## src/verilog/t3cg_pkg.sv

```systemverilog
// constants for the third timer: register map, fields, reset values, dividers
package t3cg_pkg;
  // register offsets on the plain register port
  localparam logic [7:0] ADDR_CONTROL   = 8'hC8;
  localparam logic [7:0] ADDR_MODE      = 8'hC9;
  localparam logic [7:0] ADDR_RELOAD_LO = 8'hCA;
  localparam logic [7:0] ADDR_RELOAD_HI = 8'hCB;
  localparam logic [7:0] ADDR_COUNT_LO  = 8'hCC;
  localparam logic [7:0] ADDR_COUNT_HI  = 8'hCD;
  // control register fields
  localparam int CTL_OVF_FLAG = 7;
  localparam int CTL_EXT_FLAG = 6;
  localparam int CTL_RX_CLK   = 5;
  localparam int CTL_TX_CLK   = 4;
  localparam int CTL_EXT_EN   = 3;
  localparam int CTL_RUN      = 2;
  localparam int CTL_CTS      = 1;
  localparam int CTL_CAPTURE  = 0;
  // mode register fields and implemented-bit mask
  localparam int MODE_CLK_OUT = 1;
  localparam int MODE_DOWN    = 0;
  localparam logic [7:0] MODE_MASK = 8'h03;
  // reset values
  localparam logic [7:0]  CONTROL_RST = 8'h00;
  localparam logic [7:0]  MODE_RST    = 8'h00;
  localparam logic [15:0] RELOAD_RST  = 16'h0000;
  localparam logic [15:0] COUNT_RST   = 16'h0000;
  localparam logic [15:0] COUNT_TOP   = 16'hFFFF;
  // timing: one state time is two oscillator clocks, serial divides by sixteen
  localparam int STATE_DIV = 2;
  localparam int BAUD_DIV  = 16;
  localparam logic [3:0] BAUD_LAST = 4'(BAUD_DIV - 1);
endpackage

```

## src/verilog/t3cg_edge_if.sv

```systemverilog
// interface between a pin synchroniser and the timer core
`timescale 1ns/10ps
interface t3cg_edge_if;
  logic pin_raw;
  logic level;
  logic fall;
  modport det (input pin_raw, output level, output fall);
  modport use_side (output pin_raw, input level, input fall);
endinterface

```

## src/verilog/t3cg_pin_sync.sv

```systemverilog
// two-flop pin synchroniser with falling-edge detect
`timescale 1ns/10ps
module t3cg_pin_sync (
  // clock, reset, enable
  input wire logic mclk,
  input wire logic nrst,
  input wire logic ce,
  // pin side and synchronised side
  t3cg_edge_if.det pin
);
  logic meta_q;
  logic sync_q;
  logic prev_q;

  ////////////////////////////////////////////////////////////////////////////
  // pins idle high, so flops reset high to avoid a false edge
  always_ff @(posedge mclk or negedge nrst) begin
    if (!nrst) begin
      meta_q <= 1'b1;
      sync_q <= 1'b1;
      prev_q <= 1'b1;
    end else if (ce) begin
      meta_q <= pin.pin_raw;
      sync_q <= meta_q;
      prev_q <= sync_q;
    end
  end

  // level and one-cycle falling pulse from synchronised flops only
  assign pin.level = sync_q;
  assign pin.fall  = ce & prev_q & ~sync_q;
endmodule

```

## src/verilog/t3cg_top.sv

```systemverilog
// third timer: auto-reload, capture, counter, clock output, baud generator
// Contract
// clock out: select clear, enable set, run
// clock out = osc / (4 x (65536-reload))
// no overflow flag in clock-out mode
// baud and clock out share one overflow
// baud mode counts state times or pin edges
// software stops timer before count access
// software avoids reload writes while generating baud
// external clock baud = overflow rate / 16
// internal baud = osc / (32 x (65536-reload))
// control bytes select reload/capture, external strobe
// control bytes select receive/transmit baud clocks
// software sets run bit separately
// counter mode bytes select 16-bit/auto-reload
// internal control: capture/reload only on overflow
// strobe falling edge acts, except baud mode; the code also gives it no capture or reload in down-count mode, only the flag
// shared pin serves as external count clock
// mode register: bit1 clock out, bit0 down
// overflow reloads, toggles clock or advances baud
`timescale 1ns/10ps
module t3cg_top #(
  parameter int TIMER_DIV = 12
) (
  // clock, reset, enable
  input  wire logic       mclk,
  input  wire logic       nrst,
  input  wire logic       ce,
  // register port
  input  wire logic [7:0] reg_addr,
  input  wire logic [7:0] reg_wdata,
  input  wire logic       reg_wr,
  input  wire logic       reg_rd,
  output logic      [7:0] reg_rdata,
  // pins
  input  wire logic       ext_count_clock_pin_in,
  input  wire logic       capture_reload_strobe_pin_in,
  output logic            clock_out_pin_out,
  output logic            clock_out_pin_oe,
  // serial port ticks
  output logic            rx_baud_tick,
  output logic            tx_baud_tick
);
  logic [7:0]  ctrl_q;
  logic [7:0]  ctrl_d;
  logic [7:0]  mode_q;
  logic [15:0] rld_q;
  logic [15:0] rld_d;
  logic [15:0] cnt_q;
  logic [15:0] cnt_d;
  logic [3:0]  pre_q;
  logic [3:0]  pre_lim;
  logic [3:0]  baud_cnt_q;
  logic        baud_tick_q;
  logic        clk_q;
  logic        run;
  logic        cts;
  logic        exen;
  logic        baud;
  logic        clkout_mode;
  logic        fast;
  logic        capmode;
  logic        updown;
  logic        count_up;
  logic        pre_tick;
  logic        inc;
  logic        ovf;
  logic        ext_evt;
  logic        ext_capture;
  logic        ext_reload;
  logic        wr_cnt;
  logic        wr_rld;
  logic        wr_ctl;

  t3cg_edge_if cnt_pin ();
  t3cg_edge_if stb_pin ();

  ////////////////////////////////////////////////////////////////////////////
  // pin synchronisers
  assign cnt_pin.pin_raw = ext_count_clock_pin_in;
  assign stb_pin.pin_raw = capture_reload_strobe_pin_in;

  t3cg_pin_sync u_cnt_sync (
    .mclk (mclk),
    .nrst (nrst),
    .ce   (ce),
    .pin  (cnt_pin.det)
  );

  t3cg_pin_sync u_stb_sync (
    .mclk (mclk),
    .nrst (nrst),
    .ce   (ce),
    .pin  (stb_pin.det)
  );

  ////////////////////////////////////////////////////////////////////////////
  // mode decode from control and mode bytes
  assign run         = ctrl_q[t3cg_pkg::CTL_RUN];
  assign cts         = ctrl_q[t3cg_pkg::CTL_CTS];
  assign exen        = ctrl_q[t3cg_pkg::CTL_EXT_EN];
  assign baud        = ctrl_q[t3cg_pkg::CTL_RX_CLK] | ctrl_q[t3cg_pkg::CTL_TX_CLK];
  assign clkout_mode = mode_q[t3cg_pkg::MODE_CLK_OUT] & ~cts;
  assign fast        = baud | clkout_mode;
  assign capmode     = ctrl_q[t3cg_pkg::CTL_CAPTURE] & ~fast;
  assign updown      = mode_q[t3cg_pkg::MODE_DOWN] & ~fast & ~capmode;
  assign count_up    = ~updown | stb_pin.level;

  // register write decodes
  assign wr_ctl = reg_wr & (reg_addr == t3cg_pkg::ADDR_CONTROL);
  assign wr_cnt = reg_wr & ((reg_addr == t3cg_pkg::ADDR_COUNT_LO) |
                            (reg_addr == t3cg_pkg::ADDR_COUNT_HI));
  assign wr_rld = reg_wr & ((reg_addr == t3cg_pkg::ADDR_RELOAD_LO) |
                            (reg_addr == t3cg_pkg::ADDR_RELOAD_HI));

  ////////////////////////////////////////////////////////////////////////////
  // prescaler: state time in baud/clock-out, slower tick otherwise
  assign pre_lim  = fast ? 4'(t3cg_pkg::STATE_DIV - 1) : 4'(TIMER_DIV - 1);
  assign pre_tick = pre_q >= pre_lim;

  always_ff @(posedge mclk or negedge nrst) begin
    if (!nrst) begin
      pre_q <= 4'h0;
    end else if (ce) begin
      if (!run || cts || pre_tick) begin
        pre_q <= 4'h0;
      end else begin
        pre_q <= pre_q + 4'h1;
      end
    end
  end

  // count step: internal tick or pin falling edge
  assign inc = ce & run & (cts ? cnt_pin.fall : pre_tick);
  assign ovf = inc & (count_up ? (cnt_q == t3cg_pkg::COUNT_TOP) : (cnt_q == rld_q));

  // strobe edge acts only with external control
  assign ext_evt     = stb_pin.fall & exen;
  assign ext_capture = ext_evt & capmode;
  assign ext_reload  = ext_evt & ~baud & ~capmode & ~updown;

  ////////////////////////////////////////////////////////////////////////////
  // next count: overflow reload wins over strobe, software write over both
  always_comb begin
    cnt_d = cnt_q;
    if (ovf) begin
      if (!count_up) begin
        cnt_d = t3cg_pkg::COUNT_TOP;
      end else if (capmode) begin
        cnt_d = cnt_q + 16'h0001;
      end else begin
        cnt_d = rld_q;
      end
    end else if (ext_reload) begin
      cnt_d = rld_q;
    end else if (inc) begin
      cnt_d = count_up ? cnt_q + 16'h0001 : cnt_q - 16'h0001;
    end
    if (reg_wr && reg_addr == t3cg_pkg::ADDR_COUNT_LO) begin
      cnt_d[7:0] = reg_wdata;
    end
    if (reg_wr && reg_addr == t3cg_pkg::ADDR_COUNT_HI) begin
      cnt_d[15:8] = reg_wdata;
    end
  end

  // next reload: strobe capture, software byte writes
  always_comb begin
    rld_d = rld_q;
    if (ext_capture) begin
      rld_d = cnt_q;
    end
    if (reg_wr && reg_addr == t3cg_pkg::ADDR_RELOAD_LO) begin
      rld_d[7:0] = reg_wdata;
    end
    if (reg_wr && reg_addr == t3cg_pkg::ADDR_RELOAD_HI) begin
      rld_d[15:8] = reg_wdata;
    end
  end

  // next control: hardware flag set wins over software clear
  always_comb begin
    ctrl_d = wr_ctl ? reg_wdata : ctrl_q;
    if (ovf && !fast) begin
      ctrl_d[t3cg_pkg::CTL_OVF_FLAG] = 1'b1;
    end
    if (ext_evt) begin
      ctrl_d[t3cg_pkg::CTL_EXT_FLAG] = 1'b1;
    end
  end

  ////////////////////////////////////////////////////////////////////////////
  // register state
  always_ff @(posedge mclk or negedge nrst) begin
    if (!nrst) begin
      cnt_q  <= t3cg_pkg::COUNT_RST;
      rld_q  <= t3cg_pkg::RELOAD_RST;
      ctrl_q <= t3cg_pkg::CONTROL_RST;
    end else if (ce) begin
      cnt_q  <= cnt_d;
      rld_q  <= rld_d;
      ctrl_q <= ctrl_d;
    end
  end

  // mode register, upper bits unimplemented
  always_ff @(posedge mclk or negedge nrst) begin
    if (!nrst) begin
      mode_q <= t3cg_pkg::MODE_RST;
    end else if (ce && reg_wr && reg_addr == t3cg_pkg::ADDR_MODE) begin
      mode_q <= reg_wdata & t3cg_pkg::MODE_MASK;
    end
  end

  // read data in the cycle after the strobe only
  always_ff @(posedge mclk or negedge nrst) begin
    if (!nrst) begin
      reg_rdata <= 8'h00;
    end else if (ce) begin
      reg_rdata <= 8'h00;
      if (reg_rd) begin
        case (reg_addr)
          t3cg_pkg::ADDR_CONTROL:   reg_rdata <= ctrl_q;
          t3cg_pkg::ADDR_MODE:      reg_rdata <= mode_q;
          t3cg_pkg::ADDR_RELOAD_LO: reg_rdata <= rld_q[7:0];
          t3cg_pkg::ADDR_RELOAD_HI: reg_rdata <= rld_q[15:8];
          t3cg_pkg::ADDR_COUNT_LO:  reg_rdata <= cnt_q[7:0];
          t3cg_pkg::ADDR_COUNT_HI:  reg_rdata <= cnt_q[15:8];
          default:                  reg_rdata <= 8'h00;
        endcase
      end
    end
  end

  ////////////////////////////////////////////////////////////////////////////
  // clock output: toggles on each overflow, half period per overflow
  always_ff @(posedge mclk or negedge nrst) begin
    if (!nrst) begin
      clk_q <= 1'b0;
    end else if (ce) begin
      if (ovf && clkout_mode) begin
        clk_q <= ~clk_q;
      end
    end
  end

  assign clock_out_pin_out = clk_q;
  assign clock_out_pin_oe  = mode_q[t3cg_pkg::MODE_CLK_OUT] & ~cts;

  // baud divider: one tick per sixteen overflows, same overflow as clock out
  always_ff @(posedge mclk or negedge nrst) begin
    if (!nrst) begin
      baud_cnt_q  <= 4'h0;
      baud_tick_q <= 1'b0;
    end else if (ce) begin
      baud_tick_q <= 1'b0;
      if (ovf && baud) begin
        baud_cnt_q  <= baud_cnt_q + 4'h1;
        baud_tick_q <= baud_cnt_q == t3cg_pkg::BAUD_LAST;
      end
    end
  end

  assign rx_baud_tick = baud_tick_q & ctrl_q[t3cg_pkg::CTL_RX_CLK];
  assign tx_baud_tick = baud_tick_q & ctrl_q[t3cg_pkg::CTL_TX_CLK];
endmodule
```

## config.mk

```make
export PLATFORM = sky130hd
export DESIGN_NAME = t3cg_top
export DESIGN_NICKNAME = d
export VERILOG_FILES = /design/src/verilog/t3cg_pkg.sv /design/src/verilog/t3cg_edge_if.sv /design/src/verilog/t3cg_pin_sync.sv /design/src/verilog/t3cg_top.sv
export SDC_FILE = /design/constraint.sdc
export NUM_CORES = 1
export LEC_CHECK = 0
export BUFFER_PORTS_ARGS = -buffer_cell sky130_fd_sc_hd__buf_2
export CORE_MARGIN = 2
export CORE_UTILIZATION = 55
export CTS_CLUSTER_SIZE = 25
export DETAILED_ROUTE_END_ITERATION = 16
export PLACE_DENSITY = 0.79
export SYNTH_ARGS = -nofsm -noshare
export SYNTH_HDL_FRONTEND = slang
export SYNTH_SLANG_ARGS = --single-unit
```

## constraint.sdc

```tcl
create_clock -name mclk -period 7.4 [get_ports mclk]
set_input_delay 1.48 -clock mclk [delete_from_list [all_inputs] [get_ports mclk]]
set_output_delay 1.48 -clock mclk [all_outputs]
set_load 0.01 [all_outputs]
```

==> impl_results.md <==
- Outcome: complete, no violations
- CTS Buffer Depth: 2
- DR vias/cell: between 6 and 7
- Clock power frac: 0.340
- Crit path DAT: roughly 4.1 ns
- Mapped Area: roughly 5000 um2
- Global-route wire length before repair: 24700 um
- Multi-input logic area: approximately 3100 um2
- Critical path's slowest cell: nand3_1
- Synth-to-Final Area Change: 6.32%
- M1 GR Usage: 0.433
- Final WL: approximately 16000 um
- Gate power share: 0.163
- Setup Fix Bufs, Post-CTS: 0
- Hold_ws: around 0.46 ns
- EDFF count, synth: 0
- Synth cell types: between 70 and 80
- NumNets Final: about 600
- Worst skew pair latency: approximately 0.36 ns
- Final Critical Period: ~3.9 ns
- Commonest non-fill, non-tap cell in the layout: nand2_1
- Crit-path max cell delay: 0.70 ns
- CTS Sinks: 66
- Total Power: just under 0.9 mW
- Post-synthesis sequential area ratio: 0.332
- Min-Delay Path Depth: 1
- Final hold vios: 0
- Final TNS setup: 0 ns
- Vias: ~4800
- Die Span Y: a little under 100 um
- TritonCTS Buffers: 9
- Layout Skew: roughly 0.011 ns
- Iteration-0 DRC Markers: 560
- Hold EP: clock_out_pin_out$_DFFE_PN0P_
- Sequential share of power: 0.497
- # fillers: roughly 760
- Cells after DPL: around 670
- Worst path bufs/invs: 0
- Post-DRT Antenna Nets: 0
- CORE AREA: a little under 9000 um2
- Met2 Use GR: 0.486
- PwrDens: between 150 and 200 nW/um2
- Fin cells: 688
- Worst vdd ir: around 0.12 mV
- FF/Latch Area: around 1700 um2
- Cells along the critical path: nand2b_1 -> nand3_1 -> a2111o_1 -> a2111oi_4 -> nand3_4 -> nor2_2 -> mux2_1
- PostCTS Resize Cnt: 0
- Gr usage total: 0.324
- Largest net degree at the start of global routing: 67
- Critical Path RT: 7.64 ns
- Final slew viol count: 0
- Met3 usage: 0.0935
- Crit path launch type: register
- I/O pins: 35
- I/O Buffers: 34
- Yosys warning total: 0
- Worst slack, placed: roughly 3.3 ns
- Vias in the first global route: approximately 4600
- Setup ws final: 3.54 ns
- Synthesized net count: around 600
- MaxCap Viol Count: 0
- Antenna violations before repair: 0
- Min-delay worst type: register to register
- Mean Syn Cell Area: about 8.7 um2
- CTS tree: built
- Fraction of final layout cells sized beyond drive strength 1: 0.174
- Sw power: between 0.2 and 0.3 mW
- Reg clk slew, reported paths: ~0.080 ns
- Design area: roughly 5300 um2
- RSZ-0062 raised after global routing: false
- Worst-Margin Slew: 1.00 ns
- Core Util, Final: 0.606
- Leakage power: roughly 2.1 nW
- Root buf cell: clkbuf_8
- R2r endpoint: baud_cnt_q[1]$_DFFE_PN0P_
- Die footprint: about 9900 um2
- Number of inserted diodes: 0
- Most used routing layer in global routing: met2
- Wirelength per Cell: between 20 and 25 um
- Top_reg_cell synth: dfrtp_1
- Setup violations, final: 0
- Reg2reg path depth: 7
- Ys async rst share: 1.00
- Most frequent cells in the layout: nand2_1 (74), dfrtp_1 (60), o21ai_0 (38)
- H-tree Lvls: 3
- Worst path top cell family by delay: simple AND/OR/NAND/NOR gates
- Kind of critical path: register to register
- P_int: approximately 0.57 mW
- Worst r2r src: ctrl_q[1]$_DFFE_PN0P_
- Cell Rows: 34
- Fmax: ~260 MHz
- Crit path depth: 7
- Hold Buf Count CTS: 0
- Die width: about 100 um
- Initial Util: 0.570
- Period utilization: 0.522
- Gpl congestion: between 1 and 1.5
- Pre-Repair DR Iteration Count: 6
- # DRC: 0
- HPWL Detailed: 10700 um
- Relative slew slack: 0.326
- CP max FO: 34
- R2R setup slack: 3.54 ns
- Gr ovfl total: 0
- Switch share: 0.342
- Placed inst area: 5120 um2
- Nature of the critical path endpoint: register
- Hold path start: clock_out_pin_out$_DFFE_PN0P_
- Synth Register Bits: 66
- Cells after synthesis: 573
==> final cells by class <==
cell class                 count  area share
multi-input combinational    452       0.584
sequential                    66       0.313
timing repair buffer          38      0.0377
tap                          108      0.0255
clock buffer                   9      0.0233
clock inverter                 7      0.0116
inverter                       8     0.00566
==> synthesized netlist by cell type (all sizes together) (6+ instances only) <==
| library cell | n | share of area |
|---|---|---|
| nand4 | 10 | 0.013 |
| a31oi | 8 | 0.010 |
| nor4 | 13 | 0.021 |
| dfstp | 6 | 0.032 |
| o2bb2ai | 9 | 0.016 |
| inv | 8 | 0.0060 |
| mux2i | 29 | 0.058 |
| a21oi | 32 | 0.032 |
| buf | 15 | 0.018 |
| ha | 6 | 0.015 |
| o21ai | 46 | 0.046 |
| xor2 | 20 | 0.035 |
| clkbuf | 32 | 0.024 |
| nor2 | 37 | 0.029 |
| nor3 | 6 | 0.0080 |
| nand3 | 14 | 0.017 |
| o211ai | 19 | 0.037 |
| and2 | 7 | 0.0088 |
| mux2 | 16 | 0.036 |
| o311ai | 11 | 0.019 |
| nand2 | 74 | 0.056 |
| and3 | 11 | 0.014 |
| dfrtp | 60 | 0.30 |
| xnor2 | 16 | 0.028 |
| a221oi | 8 | 0.014 |
==> power groups by stage <==
stage          clock network, mW  registers [mW]  logic (mW)
3_5_place_dp                   0           0.436       0.139
3_3_place_gp                   0           0.434       0.135
6_report                   0.295           0.431       0.141
5_1_grt                    0.309           0.433       0.156
2_1_floorplan                  0           0.399       0.123
4_1_cts                    0.298           0.429       0.140
==> registers in the layout, summed over array words and instances (netlist names), 2 cells and up <==
register,cells
reg_rdata,8
cnt_q,16
pre_q,4
rld_q,16
baud_cnt_q,4
mode_q,2
ctrl_q,8
==> routing by layer <==
layer / wire length [um] / vias up
li1: - / 2134
met1: 6330 / 2294
met2: 6980 / 258
met3: 1550 / 72
met4: 636 / 0
met5: 0 / -
==> logic make-up after synthesis <==
kind of cell	after synthesis	synth area share
AOI/OAI and AO/OA	165	0.234
xor gates and xnor gates	36	0.0632
adders and majority gates	6	0.0150
buffers and inverters	55	0.0481
DFF	66	0.332
muxes	45	0.0942
and+or+nand+nor	200	0.213
==> how the worst max path moves through the flow <==
stage          slack (ns)                        end                   from
2_1_floorplan        4.00       cnt_q[0]$_DFFE_PN0P_            reg_addr[5]
3_3_place_gp         3.41      cnt_q[14]$_DFFE_PN0P_            reg_addr[5]
3_5_place_dp         3.30      cnt_q[14]$_DFFE_PN0P_            reg_addr[5]
4_1_cts              3.53  baud_cnt_q[1]$_DFFE_PN0P_  ctrl_q[5]$_DFFE_PN0P_
5_1_grt              3.23  baud_cnt_q[1]$_DFFE_PN0P_  ctrl_q[5]$_DFFE_PN0P_
6_report             3.54  baud_cnt_q[1]$_DFFE_PN0P_  ctrl_q[1]$_DFFE_PN0P_
Note: power is estimated with default switching activity, not from simulation.
